--- config.mk ---
export PLATFORM = sky130hd
export DESIGN_NAME = axis_status
export DESIGN_NICKNAME = d
export VERILOG_FILES = /design/src/rtl/axis_status_pkg.sv /design/src/rtl/axis_status.sv
export SDC_FILE = /design/constraint.sdc
export NUM_CORES = 1
export LEC_CHECK = 0
export BUFFER_PORTS_ARGS = -buffer_cell sky130_fd_sc_hd__buf_2
export CORE_ASPECT_RATIO = 0.9
export CORE_MARGIN = 2
export CORE_UTILIZATION = 46
export DETAILED_ROUTE_END_ITERATION = 16
export GPL_TIMING_DRIVEN = 1
export MAX_ROUTING_LAYER = met4
export PLACE_DENSITY = 0.76
export SYNTH_ARGS = -nofsm -noshare
export SYNTH_HDL_FRONTEND = slang
export SYNTH_SLANG_ARGS = --single-unit
--- constraint.sdc ---
create_clock -name mclk -period 5.2 [get_ports mclk]
set_input_delay 1.04 -clock mclk [delete_from_list [all_inputs] [get_ports mclk]]
set_output_delay 1.04 -clock mclk [all_outputs]
set_load 0.005 [all_outputs]
--- src/rtl/axis_status_pkg.sv ---
// Package with parameter numbers, field layouts, reset values and timing constants of the axis status block.
package axis_status_pkg;

   // Parameter numbers used to reach each setting.
   localparam logic [7:0] PNUM_COIL_OPTION = 8'hCC;
   localparam logic [7:0] PNUM_LOAD_VALUE = 8'hCE;
   localparam logic [7:0] PNUM_EXT_ERROR = 8'hCF;
   localparam logic [7:0] PNUM_DRV_FAULT = 8'hD0;
   localparam logic [7:0] PNUM_ENC_COUNT = 8'hD1;
   localparam logic [7:0] PNUM_ENC_RES = 8'hD2;
   localparam logic [7:0] PNUM_DEV_LIMIT = 8'hD4;
   localparam logic [7:0] PNUM_PD_DELAY = 8'hD6;
   localparam logic [7:0] PNUM_UNIT_MODE = 8'hFF;

   // Field widths.
   localparam int COIL_W = 2;
   localparam int LOAD_W = 10;
   localparam int EXT_W = 2;
   localparam int DRV_W = 8;
   localparam int ENC_W = 32;
   localparam int RES_W = 16;
   localparam int DEV_W = 16;
   localparam int PD_W = 9;
   localparam int STILL_W = 21;
   localparam int TICK_W = 20;
   localparam int PIN_N = 9;

   // Reset values and the power-down delay limit.
   localparam logic [PD_W-1:0] PD_DELAY_RESET = 9'h0C8;
   localparam logic UNIT_MODE_RESET = 1'h1;
   localparam logic [PD_W-1:0] PD_DELAY_MAX = 9'h1A1;

   // Extended error code bits.
   localparam int EXT_STALL_BIT = 0;
   localparam int EXT_DEV_BIT = 1;

   // Driver fault word bits; bits 0 to 6 follow the synchronised pin order.
   localparam int DRV_STILL_BIT = 7;

   // Synchronised pin positions.
   localparam int PIN_STALL = 0;
   localparam int PIN_OT = 1;
   localparam int PIN_OTPW = 2;
   localparam int PIN_S2G_A = 3;
   localparam int PIN_S2G_B = 4;
   localparam int PIN_OPEN_A = 5;
   localparam int PIN_OPEN_B = 6;
   localparam int PIN_ENC_STEP = 7;
   localparam int PIN_ENC_DIR = 8;

   // Timing: clock rate, power-down tick and standstill window.
   localparam int CLK_HZ = 50_000_000;
   localparam int PD_TICK_MS = 10;
   localparam int PD_TICK_CYCLES = CLK_HZ / 1000 * PD_TICK_MS;
   localparam int STANDSTILL_LOG2 = 20;
   localparam int STANDSTILL_CYCLES = 1 << STANDSTILL_LOG2;

   // Standstill coil options.
   typedef enum logic [COIL_W-1:0] {
      COIL_NORMAL = 2'h0,
      COIL_FREEWHEEL = 2'h1,
      COIL_SHORT_LOW = 2'h2,
      COIL_SHORT_HIGH = 2'h3
   } coil_option_t;

   // Whole state of the block.
   typedef struct packed {
      logic [PIN_N-1:0] sync1;
      logic [PIN_N-1:0] sync2;
      logic enc_step_prev;
      logic [COIL_W-1:0] coil_opt;
      logic [COIL_W-1:0] coil_out;
      logic [LOAD_W-1:0] load;
      logic [EXT_W-1:0] ext_err;
      logic [DRV_W-1:0] drv_word;
      logic [ENC_W-1:0] enc_count;
      logic [RES_W-1:0] enc_res;
      logic [DEV_W-1:0] dev_limit;
      logic [PD_W-1:0] pd_delay;
      logic unit_mode;
      logic [STILL_W-1:0] still_cnt;
      logic still;
      logic [TICK_W-1:0] tick_cnt;
      logic [PD_W-1:0] pd_ticks;
      logic standby;
      logic dev_stop;
      logic rsp_valid;
      logic rsp_error;
      logic [ENC_W-1:0] rsp_data;
   } axis_state_t;

endpackage

--- src/rtl/axis_status.sv ---
// Per-axis status, protection and standstill parameter block with its command port.
// Command port timing.
// A request is taken on a rising edge that sees cmd_valid and nrst high.
// Its answer stands on rsp_valid, rsp_error and rsp_data for exactly one cycle,
// one edge later, so requests may follow each other on every cycle.
// An unknown number, a write to a read-only number or an oversized
// power-down delay is answered with rsp_error and changes no setting.
// Read data is zero-extended; a write keeps only the low bits it needs.
//
// Pin timing.
// The driver flags and both encoder pins come from outside this clock domain,
// so each passes two flip-flops before any logic reads it.
// A flag change shows in the driver fault word three edges after it occurs.
// An encoder step rise moves the counter three edges later; encoder
// pulses need only stay high and low for one cycle each to be counted.
//
// Timers.
// TICK_CYCLES is the number of clocks in one 10 ms power-down tick and
// STILL_CYCLES the standstill window; a bench may shorten both.
// Both timers restart on every step pulse, so a motor that steps again before
// the power-down delay has run out never reaches standby current.
//
// Standstill coil handling.
// The selected option reaches coil_mode only while the block is in standby
// and the standby current setting is zero; otherwise the coils run normally.
// Reading the option returns the stored value, not the one applied.
//
// Encoder counter.
// A synchronised step rise counts down with the direction pin high and up
// with it low, and the count wraps at the ends of its 32-bit range.
// A write to the counter beats an encoder edge in the same cycle.
//
// Deviation supervision.
// The commanded position and the encoder count are compared every cycle.
// A stop is held until a motion command arrives while the deviation is
// back within the limit; a command given too early leaves the stop set.
//
// Extended error code.
// Events set their bit and a read or a motion command clears the code.
// When an event and a clear meet in one cycle the event wins, so a fault
// that is still present is never lost by a read.
//
// Reset.
// Settings reset to zero apart from a power-down delay of 200 and unit mode 1.
`timescale 1ns/1ps

module axis_status
   import axis_status_pkg::*;
#(
   // Clocks in one power-down tick; 10 ms at 50 MHz by default.
   parameter int TICK_CYCLES = PD_TICK_CYCLES,
   // Clocks without a step pulse before the standstill bit is set.
   parameter int STILL_CYCLES = STANDSTILL_CYCLES
) (
   input wire logic mclk,
   input wire logic nrst,
   input wire logic cmd_valid,
   input wire logic cmd_write,
   input wire logic [7:0] cmd_number,
   input wire logic [axis_status_pkg::ENC_W-1:0] cmd_data,
   input wire logic motion_cmd,
   input wire logic step_pulse,
   input wire logic standby_current_zero,
   input wire logic [axis_status_pkg::ENC_W-1:0] actual_position,
   input wire logic [axis_status_pkg::LOAD_W-1:0] load_value,
   input wire logic pin_stall,
   input wire logic pin_overtemp,
   input wire logic pin_overtemp_warn,
   input wire logic pin_short_a,
   input wire logic pin_short_b,
   input wire logic pin_open_a,
   input wire logic pin_open_b,
   input wire logic pin_enc_step,
   input wire logic pin_enc_dir,
   output logic rsp_valid,
   output logic rsp_error,
   output logic [axis_status_pkg::ENC_W-1:0] rsp_data,
   output logic [axis_status_pkg::COIL_W-1:0] coil_mode,
   output logic standby_active,
   output logic deviation_stop,
   output logic unit_pps
);
   import axis_status_pkg::*;

   // Last counts of the two timers, cut to the counter widths once here.
   localparam logic [TICK_W-1:0] TICK_LAST = TICK_W'(TICK_CYCLES - 1);
   localparam logic [STILL_W-1:0] STILL_LAST = STILL_W'(STILL_CYCLES - 1);

   axis_state_t q;
   axis_state_t d;

   // Raw pin vector, read only by the first synchroniser stage.
   logic [PIN_N-1:0] pins;
   // Signed difference of commanded position and encoder count.
   logic signed [ENC_W:0] diff;
   // Its magnitude, compared against the limit.
   logic [ENC_W:0] diff_abs;
   // Deviation above a non-zero limit in this cycle.
   logic dev_over;
   // One-cycle pulse on a synchronised encoder step rise.
   logic enc_edge;
   // Read request for the extended error code.
   logic ext_read;

   // Gather the asynchronous pins in synchroniser order.
   assign pins = {pin_enc_dir, pin_enc_step, pin_open_b, pin_open_a, pin_short_b,
                  pin_short_a, pin_overtemp_warn, pin_overtemp, pin_stall};

   // Deviation between commanded position and encoder count, as a magnitude.
   // One extra bit keeps the difference of two full-range counts from wrapping.
   always_comb begin
      diff = $signed({actual_position[ENC_W-1], actual_position}) -
             $signed({q.enc_count[ENC_W-1], q.enc_count});
      diff_abs = diff[ENC_W] ? (ENC_W+1)'(-diff) : diff;
   end

   // Supervision is off entirely with a zero limit.
   assign dev_over = (q.dev_limit != '0) && (diff_abs > {{(ENC_W+1-DEV_W){1'b0}}, q.dev_limit});

   // Encoder step edge is taken from the second synchroniser stage only.
   assign enc_edge = q.sync2[PIN_ENC_STEP] && !q.enc_step_prev;

   // A read of the extended error code clears it afterwards.
   assign ext_read = cmd_valid && !cmd_write && (cmd_number == PNUM_EXT_ERROR);

   // Next-state logic for the whole block.
   always_comb begin
      d = q;

      // Two-stage synchroniser; the first stage feeds only the second.
      // The first stage may settle late after a pin change, so nothing else reads it.
      d.sync1 = pins;
      d.sync2 = q.sync1;
      d.enc_step_prev = q.sync2[PIN_ENC_STEP];

      // Load measurement is sampled every cycle and only ever read.
      d.load = load_value;

      // Driver fault word mirrors the synchronised driver flags.
      // A flag stays set only while its pin does; the word holds no history.
      d.drv_word[PIN_STALL] = q.sync2[PIN_STALL];
      d.drv_word[PIN_OT] = q.sync2[PIN_OT];
      d.drv_word[PIN_OTPW] = q.sync2[PIN_OTPW];
      d.drv_word[PIN_S2G_A] = q.sync2[PIN_S2G_A];
      d.drv_word[PIN_S2G_B] = q.sync2[PIN_S2G_B];
      d.drv_word[PIN_OPEN_A] = q.sync2[PIN_OPEN_A];
      d.drv_word[PIN_OPEN_B] = q.sync2[PIN_OPEN_B];
      d.drv_word[DRV_STILL_BIT] = q.still;

      // Standstill window restarts on every step pulse.
      // The counter stops at its last value, so the bit holds without wrapping.
      if (step_pulse) begin
         d.still_cnt = '0;
         d.still = 1'b0;
      end else if (q.still_cnt == STILL_LAST) begin
         d.still = 1'b1;
      end else begin
         d.still_cnt = q.still_cnt + 1'b1;
      end

      // Power-down timer counts 10 ms ticks of motionless time.
      // Any step pulse returns to full current at once and restarts the wait.
      // The tick count stops at the delay, so a shorter delay written later
      // takes effect at once rather than after a wrap.
      if (step_pulse) begin
         d.tick_cnt = '0;
         d.pd_ticks = '0;
         d.standby = 1'b0;
      end else if (q.pd_ticks >= q.pd_delay) begin
         d.standby = 1'b1;
      end else if (q.tick_cnt == TICK_LAST) begin
         d.tick_cnt = '0;
         d.pd_ticks = q.pd_ticks + 1'b1;
      end else begin
         d.tick_cnt = q.tick_cnt + 1'b1;
      end

      // Standstill coil handling applies only with zero standby current.
      // The applied option lags standby by one cycle, which is harmless at rest.
      if (standby_current_zero && q.standby) begin
         d.coil_out = q.coil_opt;
      end else begin
         d.coil_out = COIL_NORMAL;
      end

      // Encoder counter follows the synchronised step and direction pins.
      // Both pins pass the same two stages, so direction is settled with the step.
      if (enc_edge) begin
         if (q.sync2[PIN_ENC_DIR]) begin
            d.enc_count = q.enc_count - 1'b1;
         end else begin
            d.enc_count = q.enc_count + 1'b1;
         end
      end

      // Deviation stop holds until the next motion command.
      // A motion command while the deviation persists leaves the stop set.
      if (motion_cmd) begin
         d.dev_stop = 1'b0;
      end
      if (dev_over) begin
         d.dev_stop = 1'b1;
      end

      // Extended errors: clear on read or motion command, but a new event wins.
      if (ext_read || motion_cmd) begin
         d.ext_err = '0;
      end
      if (q.sync2[PIN_STALL]) begin
         d.ext_err[EXT_STALL_BIT] = 1'b1;
      end
      if (dev_over) begin
         d.ext_err[EXT_DEV_BIT] = 1'b1;
      end

      // Command port answers every request one cycle later.
      // Answers are rebuilt each cycle, so rsp_data is zero when nothing was asked.
      d.rsp_valid = cmd_valid;
      d.rsp_error = 1'b0;
      d.rsp_data = '0;
      if (cmd_valid) begin
         if (cmd_write) begin
            case (cmd_number)
               PNUM_COIL_OPTION: begin
                  // All four codes are legal, so no value is refused.
                  d.coil_opt = cmd_data[COIL_W-1:0];
               end
               PNUM_ENC_COUNT: begin
                  // Placed after the edge count, so the write wins.
                  d.enc_count = cmd_data;
               end
               PNUM_ENC_RES: begin
                  // Upper bits of the word are ignored.
                  d.enc_res = cmd_data[RES_W-1:0];
               end
               PNUM_DEV_LIMIT: begin
                  // Supervision resumes on the cycle after a non-zero write.
                  d.dev_limit = cmd_data[DEV_W-1:0];
               end
               PNUM_PD_DELAY: begin
                  // Values above the documented range are refused.
                  if (cmd_data > ENC_W'(PD_DELAY_MAX)) begin
                     d.rsp_error = 1'b1;
                  end else begin
                     d.pd_delay = cmd_data[PD_W-1:0];
                  end
               end
               PNUM_UNIT_MODE: begin
                  // Handed to the motion logic through unit_pps.
                  d.unit_mode = cmd_data[0];
               end
               default: begin
                  // Read-only and unknown numbers change nothing.
                  d.rsp_error = 1'b1;
               end
            endcase
         end else begin
            case (cmd_number)
               PNUM_COIL_OPTION: begin
                  // The stored option, whether or not it is applied now.
                  d.rsp_data = ENC_W'(q.coil_opt);
               end
               PNUM_LOAD_VALUE: begin
                  // Latest sample of the load measurement.
                  d.rsp_data = ENC_W'(q.load);
               end
               PNUM_EXT_ERROR: begin
                  // The code as it stood before the clear that this read causes.
                  d.rsp_data = ENC_W'(q.ext_err);
               end
               PNUM_DRV_FAULT: begin
                  // Flags as registered one cycle ago.
                  d.rsp_data = ENC_W'(q.drv_word);
               end
               PNUM_ENC_COUNT: begin
                  // Full count in two's complement.
                  d.rsp_data = q.enc_count;
               end
               PNUM_ENC_RES: begin
                  // Held for the host; no logic here uses it.
                  d.rsp_data = ENC_W'(q.enc_res);
               end
               PNUM_DEV_LIMIT: begin
                  // Zero means supervision is off.
                  d.rsp_data = ENC_W'(q.dev_limit);
               end
               PNUM_PD_DELAY: begin
                  // Delay in power-down ticks.
                  d.rsp_data = ENC_W'(q.pd_delay);
               end
               PNUM_UNIT_MODE: begin
                  // A single bit, zero-extended like every narrow field.
                  d.rsp_data = ENC_W'(q.unit_mode);
               end
               default: begin
                  // Unknown numbers are refused on reads as well.
                  d.rsp_error = 1'b1;
               end
            endcase
         end
      end
   end

   // State register with synchronous reset.
   // Only constants are loaded in reset; settings not named here start at zero.
   always_ff @(posedge mclk) begin
      if (!nrst) begin
         q <= '0;
         q.pd_delay <= PD_DELAY_RESET;
         q.unit_mode <= UNIT_MODE_RESET;
      end else begin
         q <= d;
      end
   end

   // Outputs come straight from the state register.
   // No output passes through logic after the flip-flops.
   assign rsp_valid = q.rsp_valid;
   assign rsp_error = q.rsp_error;
   assign rsp_data = q.rsp_data;
   assign coil_mode = q.coil_out;
   assign standby_active = q.standby;
   assign deviation_stop = q.dev_stop;
   assign unit_pps = q.unit_mode;

endmodule

==> results of run 1 <==
[synthesized netlist by cell type (12+ instances only)]
| library cell | instances |
|---|---|
| xnor2_1 | 49 |
| nand3_1 | 44 |
| inv_1 | 87 |
| dfxtp_1 | 204 |
| xor2_1 | 46 |
| nor2_1 | 157 |
| and2_1 | 51 |
| a21o_1 | 33 |
| nand2b_1 | 25 |
| a21oi_1 | 123 |
| o211ai_1 | 17 |
| a22oi_1 | 24 |
| clkbuf_1 | 59 |
| a311oi_1 | 16 |
| o21ai_0 | 67 |
| o21a_1 | 14 |
| a31oi_1 | 25 |
| nor4_1 | 20 |
| buf_4 | 36 |
| nand4_1 | 31 |
| ha_1 | 91 |
| nand2_1 | 187 |
| nor3_1 | 38 |
| and3_1 | 24 |
| mux2i_1 | 18 |
| a211oi_1 | 12 |
[power by group]
part | leakage, nW | total, mW | switching, mW | internal [mW]
sequential | 1.65 | 1.60 | 0.0133 | 1.58
combinational | 4.46 | 0.800 | 0.454 | 0.346
clock | 0.358 | 1.60 | 0.679 | 0.922
[timing repair]
item	in CTS	in global routing
setup endpoints to repair	1	2
pin swaps	0	5
endpoints found under the hold margin	0	0
resized for setup	1	16
setup buffers	0	1
[how the worst max path moves through the flow]
| stage | to | slack (ns) | depth (start not counted) |
|---|---|---|---|
| floorplan | deviation_stop$_SDFFE_PN0P_ | -0.03 | 25 |
| global placement | deviation_stop$_SDFFE_PN0P_ | -0.39 | 22 |
| detailed placement | deviation_stop$_SDFFE_PN0P_ | -0.54 | 23 |
| CTS | deviation_stop$_SDFFE_PN0P_ | 0.05 | 23 |
| global route | deviation_stop$_SDFFE_PN0P_ | 0.009 | 25 |
| finish | deviation_stop$_SDFFE_PN0P_ | 0.30 | 24 |
[layer usage]
metal / GRT usage / vias up / part of all wire
met4: 0.0737 / 0 / 0.023
met3: 0.0394 / 70 / 0.078
li1: - / 6420 / -
met1: 0.377 / 6251 / 0.45
met2: 0.418 / 525 / 0.45
met5: - / - / 0
[layout by cell type, fill, tap and decap left out, drive strengths merged, types with 6 or more instances in the layout]
cell | netlist | final
buf | 44 | 263
a211oi | 14 | 14
o2111ai | 7 | 7
xnor2 | 49 | 49
o31ai | 10 | 10
xor2 | 47 | 47
and2 | 52 | 52
o21bai | 6 | 6
inv | 88 | 91
ha | 91 | 91
o21ai | 75 | 75
nand2 | 187 | 187
nand4 | 32 | 32
nor2 | 158 | 158
a21oi | 129 | 129
and3 | 25 | 25
nand2b | 26 | 26
a31oi | 25 | 25
a222oi | 11 | 11
dfxtp | 204 | 204
and4 | 8 | 8
mux2i | 18 | 18
o21a | 14 | 14
nor2b | 9 | 9
a2111oi | 8 | 8
o211ai | 18 | 18
nor3 | 38 | 38
a21o | 33 | 33
or2 | 6 | 6
clkbuf | 59 | 26
clkinv | 1 | 7
or3 | 11 | 11
a311oi | 17 | 17
a211o | 8 | 8
nor4 | 24 | 24
nand3 | 44 | 44
a22oi | 24 | 24
[logic make-up (layout without fill, tap and decap cells)]
group                    after synthesis  in the layout  share of synthesized area
AO/OA/AOI/OAI                        446            446                      0.226
XOR/XNOR                              96             96                     0.0635
adder cells (fa/ha/maj)               93             93                     0.0883
buffers and inverters                192            391                     0.0652
flip-flops                           204            204                      0.306
multiplexers                          21             21                     0.0160
other                                  0              5                          0
AND/OR/NAND/NOR                      635            635                      0.235
[sequential cells by signal, summed over array words and instances (netlist names)]
signal and cells:
coil_mode 2, rsp_valid 1, unit_pps 1, d 18, rsp_error 1, q 147, rsp_data 32, standby_active 1
deviation_stop 1
[area by class of cell]
cell class                      instances  area, um2  share of cell area
Timing Repair Buffer                  263       1630               0.103
Sequential cell                       204       4080               0.259
Clock inverter                         13        146             0.00927
Inverter                               89        334              0.0212
Multi-Input combinational cell       1291       8540               0.541
Clock buffer                           26        587              0.0372
Tap cell                              366        458              0.0290
Antenna cell                            5       12.5            0.000792
==> reports/results.txt, run 1 <==
WL/cell - 18.4 um
CP Launch Type - input port
RD Place Congestion - 0.968
Setup tns final - 0 ns
Hold path depth - 1
Largest area contributor in the netlist - dfxtp_1
Syn avg cell area - 7.92 um2
GRT Total Usage - 0.273
Fin area - 0.0158 mm2
Max VDD drop - 0.216 mV
RSZ-0062 raised after global routing - false
Number of cells produced by synthesis - 1687
Ratio of cells with drive above 1 in the final layout - 0.188
CTS tree - yes
Slew Viols, Final - 0
Hold_ws - 0.430 ns
Ys async rst share - 0
Antenna-violating nets left - 0
Clk Tree Root Cell - clkbuf_16
Power Density - 253 mW/mm2
Worst path required time - 5.59 ns
Synth warn - 0
Crit path largest cell delay - 0.36 ns
Leak - 6.47 nW
Die Wd - 184 um
Ys flop type - dfxtp_1
Type of the most critical hold path - reg -> reg
Syn Nets - 1878
Area of the mapped netlist - 0.0134 mm2
Initial antenna violation count - 5
Final Util - 0.550
Port Buffers - 136
Max Fclk - 204 MHz
Non-filler cells, final - 2257
Hold Path Origin - d[167]$_SDFF_PN0_
Synth top area cells - dfxtp_1 (31%), ha_1 (8.5%), nand2_1 (5.3%)
Die area - 0.0304 mm2
First-pass GRT wire length - 65.7 mm
Clock transition at path regs - 0.06 ns
Relative slew slack - 0.118
Area grow syn2layout - 18.3%
Clock Path Buffers - 3
Setup WS post-layout - 0.303 ns
Tcrit/Tclk final - 0.942
Nets - 2063
Final hold vios - 0
Crit Path Max Fanout - 5
Dpl cells - 2212
TritonRoute pass-1 iters - 6
Crit path launch - actual_position[0]
WP buf/inv - 3
Total Power - 4.00 mW
Final Skew - 0.0162 ns
Drc violations - 0
Post-synth EDFFs - 0
Vias in the first global route - 12500
Congestion Overflow GR - 0
DR vias/cell - 5.88
Hold path endpoint - q[167]$_SDFF_PN0_
Outcome - finished, final reports clean
Register-to-register setup slack - 0.38 ns
Length in cells of the worst reg-to-reg path - 22
Sink Count - 204
Synth top area share - 0.306
Hpwl dp - 31.8 mm
CP top delay family - compound AO/OA/AOI/OAI gates
CP endpoint kind - flop
Yosys cell types - 94
Most frequent CP cell - a21oi_1
I/O Pins - 137
Die Span Y - 166 um
CTS Hold Bufs - 0
Pre-CTS WS - -0.536 ns
Max-capacitance violation count - 0
Worst-Margin Slew - 1.32 ns
Crit path kind - in -> reg
H-tree levels - 1
Fin crit period - 4.90 ns
DRT iter0 DRCs - 1330
R2R Path End - deviation_stop$_SDFFE_PN0P_
Largest net degree at the start of global routing - 64
Post-Route WL - 41.6 mm
Setup violations, final - 0
Std cell rows - 59
Core ar. - 0.0287 mm2
Synth Register Bits - 204
Total clock buffers created by CTS - 23
Post-DP Area - 0.0150 mm2
Sequential area share after synthesis - 0.306
CP arrival - 5.28 ns
Slowest stage cell, crit path - a2111oi_2
Vias - 13300
# fillers - 2609
Worst-skew pair later-pin latency - 0.53 ns
Effective utilization at floorplan - 0.465
Critical-path cell list - buf_2, inv_1, ha_2, fa_2, and2b_2, o211a_4, buf_4, o211ai_4, a311oi_1, a311oi_2, nand4bb_4, nor2_1, a21oi_1, xor2_1, ha_1, a2111oi_2, o211ai_1, a21oi_1, a211oi_1, a31o_2, a21oi_1, nand4_1, o41ai_4, o211ai_1
Worst r2r src - q[137]$_SDFF_PN0_
Power figures use the tool's default switching activity.
==> run 2: changes to the inputs <==
--- a/config.mk
+++ b/config.mk
@@ -5,6 +5,7 @@
 export SDC_FILE = /design/constraint.sdc
 export NUM_CORES = 1
 export LEC_CHECK = 0
+export ABC_AREA = 1
 export BUFFER_PORTS_ARGS = -buffer_cell sky130_fd_sc_hd__buf_2
 export CORE_ASPECT_RATIO = 0.9
 export CORE_MARGIN = 2
==> run 2 against run 1 <==
  * Critical path depth rose by 12
  * Synthesized area rose by 8.5%
  * Non-clock buffer count fell by 113
  * Routed wire length grew 6.6%
  * Via count increased by 13%
  * Worst setup slack gained 0.22 ns
  * Final cell count increased by 25%
  * Clock power up 11%
  * Total power up 2.8%
  * Clock-buffer cell count up 2
  * Core utilization is 2.6 points lower
  * Flip-flop and latch count stayed put
==> reports/results.txt, run 2 <==
Outcome - finished, final reports clean (unchanged)
Total clock buffers created by CTS - 24 (was 23)
Setup violations, final - 0 (unchanged)
Fin area - 0.0162 mm2 (was 0.0158 mm2)
Die Span Y - 172 um (was 166 um)
Drc violations - 0 (unchanged)
Initial antenna violation count - 1 (was 5)
Setup bufs post-CTS - 0 (unchanged)
Leak - 7.86 nW (was 6.47 nW)
Setup WS post-layout - 0.525 ns (was 0.303 ns)
Congestion Overflow GR - 0 (unchanged)
Post-DP Area - 0.0153 mm2 (was 0.0150 mm2)
Crit Path Max Fanout - 25 (was 5)
Most frequent CP cell - nand2_1 (was a21oi_1)
Largest area contributor in the netlist - dfxtp_1 (unchanged)
Crit path largest cell delay - 0.41 ns (was 0.36 ns)
GRT Total Usage - 0.268 (was 0.273)
Area grow syn2layout - 11.7% (was 18.3%)
Die Wd - 191 um (was 184 um)
Total Power - 4.11 mW (was 4.00 mW)
WL/cell - 15.7 um (was 18.4 um)
Slowest stage cell, crit path - fa_1 (was a2111oi_2)
DRT iter0 DRCs - 1370 (was 1330)
DR vias/cell - 5.34 (was 5.88)
Most common cell after layout, fill and taps aside - nand2_1 (was dfxtp_1)
RD Place Congestion - 0.987 (was 0.968)
Fraction of the mapped netlist area in compound gates - 0.149 (was 0.226)
Synth top area cells - dfxtp_1 (28%), nand2_1 (16%), inv_1 (10%) (was dfxtp_1 (31%), ha_1 (8.5%), nand2_1 (5.3%))
CTS tree - yes (unchanged)
Largest register FFs - 147 (unchanged)
Area of the mapped netlist - 0.0145 mm2 (was 0.0134 mm2)
Switching portion of total power - 0.290 (was 0.287)
Clock transition at path regs - 0.06 ns (about the same)
Port Buffers - 136 (unchanged)
Fin crit period - 4.67 ns (was 4.90 ns)
Hpwl dp - 35.1 mm (was 31.8 mm)
First-pass GRT wire length - 69.1 mm (was 65.7 mm)
Final Skew - 0.0326 ns (was 0.0162 ns)
CP Launch Type - input port (unchanged)
Switch Pwr - 1.19 mW (was 1.15 mW)
Sequential fraction of design power - 0.388 (was 0.399)
Clk Tree Root Cell - clkbuf_16 (unchanged)
Syn Nets - 2483 (was 1878)
Internal Power - 2.92 mW (was 2.85 mW)
Core ar. - 0.0309 mm2 (was 0.0287 mm2)
Die area - 0.0329 mm2 (was 0.0304 mm2)
Max-capacitance violation count - 0 (unchanged)
Sequential area share after synthesis - 0.282 (was 0.306)
Clock power share - 0.433 (was 0.400)
Count leader, synth - nand2_1 (was dfxtp_1)
Ys flop type - dfxtp_1 (unchanged)
Relative slew slack - 0.283 (was 0.118)
Type of the most critical hold path - reg -> reg (unchanged)
Synth warn - 0 (unchanged)
Power Density - 254 mW/mm2 (was 253 mW/mm2)
XOR/XNOR share of the synthesized area - 0.0168 (was 0.0635)
Register-to-register setup slack - 0.68 ns (was 0.38 ns)
Largest net degree at the start of global routing - 101 (was 64)
Synth top area share - 0.282 (was 0.306)
Commonest cells post-synth - nand2_1 (602), inv_1 (394), dfxtp_1 (204) (was dfxtp_1 (204), nand2_1 (187), nor2_1 (157))
Tcrit/Tclk final - 0.899 (was 0.942)
Max VDD drop - 0.201 mV (was 0.216 mV)
Post-synth EDFFs - 0 (unchanged)
Syn avg cell area - 6.32 um2 (was 7.92 um2)
RSZ-0062 raised after global routing - false (unchanged)
Number of cells produced by synthesis - 2292 (was 1687)
H-tree levels - 1 (unchanged)
Comb pwr share - 0.178 (was 0.200)
CP arrival - 5.10 ns (was 5.28 ns)
Simple-gate portion of the synthesized area - 0.335 (was 0.235)
Post-Synth Adder-Cell Area - 0.0814 (was 0.0883)
Worst path required time - 5.62 ns (was 5.59 ns)
Std cell rows - 61 (was 59)
CP endpoint kind - flop (unchanged)
Yosys cell types - 58 (was 94)
Post-Route WL - 44.3 mm (was 41.6 mm)
Synth Register Bits - 204 (unchanged)
Ratio of cells with drive above 1 in the final layout - 0.115 (was 0.188)
CTS resizes - 0 (was 1)
TritonRoute pass-1 iters - 6 (unchanged)
Pre-CTS WS - -0.00897 ns (was -0.536 ns)
Vias - 15000 (was 13300)
Slew Viols, Final - 0 (unchanged)
Multiplexer share of the synthesized area - 0 (was 0.0160)
Max Fclk - 214 MHz (was 204 MHz)
Largest reg by FF count - q (unchanged)
Crit path kind - in -> reg (unchanged)
Highest-count cells in the layout ignoring fill and taps - nand2_1 (602), inv_1 (394), dfxtp_1 (204), nor2_1 (168), a21oi_1 (155) (was dfxtp_1 (204), nand2_1 (187), nor2_1 (157), buf_2 (136), buf_4 (127))
Effective utilization at floorplan - 0.469 (was 0.465)
Worst-Margin Slew - 1.07 ns (was 1.32 ns)
Final Util - 0.524 (was 0.550)
Antenna-violating nets left - 0 (unchanged)
Hold_ws - 0.409 ns (was 0.430 ns)
Nets - 2580 (was 2063)
Ys async rst share - 0 (unchanged)
CTS Hold Bufs - 0 (unchanged)
# fillers - 3096 (was 2609)
Main combinational cell family by area after synthesis - simple AND/OR/NAND/NOR gates (unchanged)
Clock Path Buffers - 3 (unchanged)
Worst-skew pair later-pin latency - 0.54 ns (was 0.53 ns)
Vias in the first global route - 13500 (was 12500)
I/O Pins - 137 (unchanged)
Final hold vios - 0 (unchanged)
Sink Count - 204 (unchanged)
==> run 2: cell types whose count changed in the layout (fill, tap and decap cells not counted), sizes merged, moves of 22 or more <==
| cell | delta |
|---|---|
| nand2 | +449 |
| inv | +308 |
| buf | -113 |
| nand3 | +92 |
| o21ai | +56 |
| xnor2 | -47 |
| and2 | -45 |
| a21o | -31 |
| nor2 | +30 |
| a21oi | +26 |
| nand2b | -26 |
| a22oi | -24 |
| and3 | -23 |
| xor2 | -22 |
==> run 2: cell families (layout without fill, tap and decap cells) <==
kind of cell / count (synthesis) / count (layout)
other: 0 / 1
adder cells (fa/ha/maj): 93 / 93
AND/OR/NAND/NOR: 1102 / 1102
AO/OA/AOI/OAI: 385 / 385
flip-flops: 204 / 204
XOR/XNOR: 27 / 27
buffers and inverters: 481 / 594
==> run 2: per-layer routing <==
metal | vias to the layer above | global-route usage | wire length [um]
met3 | 68 | 0.0357 | 3100
met1 | 6896 | 0.378 | 21200
li1 | 7591 | - | -
met2 | 490 | 0.412 | 19200
met5 | - | - | 0
met4 | 0 | 0.0522 | 820
==> run 2: worst max-delay path, delay by kind of cell <==
kind                     cells  cell delay [ns]
XOR/XNOR                     1             0.15
AO/OA/AOI/OAI                5             0.75
AND/OR/NAND/NOR             22             1.62
buffers and inverters        5             0.59
adder cells (fa/ha/maj)      3             0.94
==> run 2: power by group through the flow <==
| stage | sequential (mW) | combinational, mW | clock, mW |
|---|---|---|---|
| after global routing | 1.60 | 0.824 | 1.86 |
| after CTS | 1.60 | 0.720 | 1.79 |
| after detailed placement | 1.63 | 0.715 | 0 |
| after global placement | 1.63 | 0.701 | 0 |
| after floorplan | 1.63 | 0.511 | 0 |
| final | 1.60 | 0.733 | 1.78 |
==> run 2: layout make-up <==
class | instances | area [um2] | share of cell area
multi-input cells | 1607 | 8440 | 0.521
repair buffers | 150 | 786 | 0.0486
diodes | 1 | 2.50 | 0.000155
flip-flops and latches | 204 | 4080 | 0.252
clock inverters | 14 | 215 | 0.0133
inverters | 402 | 1510 | 0.0932
well taps | 409 | 512 | 0.0316
clock buffers | 28 | 636 | 0.0393
==> run 2: path summary, 6_finish.rpt <==
kind | startpoint | endpoint | cells past startpoint
max | actual_position[0] | deviation_stop$_SDFFE_PN0P_ | 36
min | d[194]$_SDFF_PN0_ | q[194]$_SDFF_PN0_ | 2
max reg2reg | q[129]$_SDFF_PN0_ | deviation_stop$_SDFFE_PN0P_ | 34
min reg2reg | d[194]$_SDFF_PN0_ | q[194]$_SDFF_PN0_ | 2
==> run 2: per-stage QoR <==
step                TNS (ns)  std cells
floorplan                  0       2292
global placement           0       2772
detailed placement   -0.0114       2772
CTS                        0       2814
global route               0       2815
finish                     0       2815
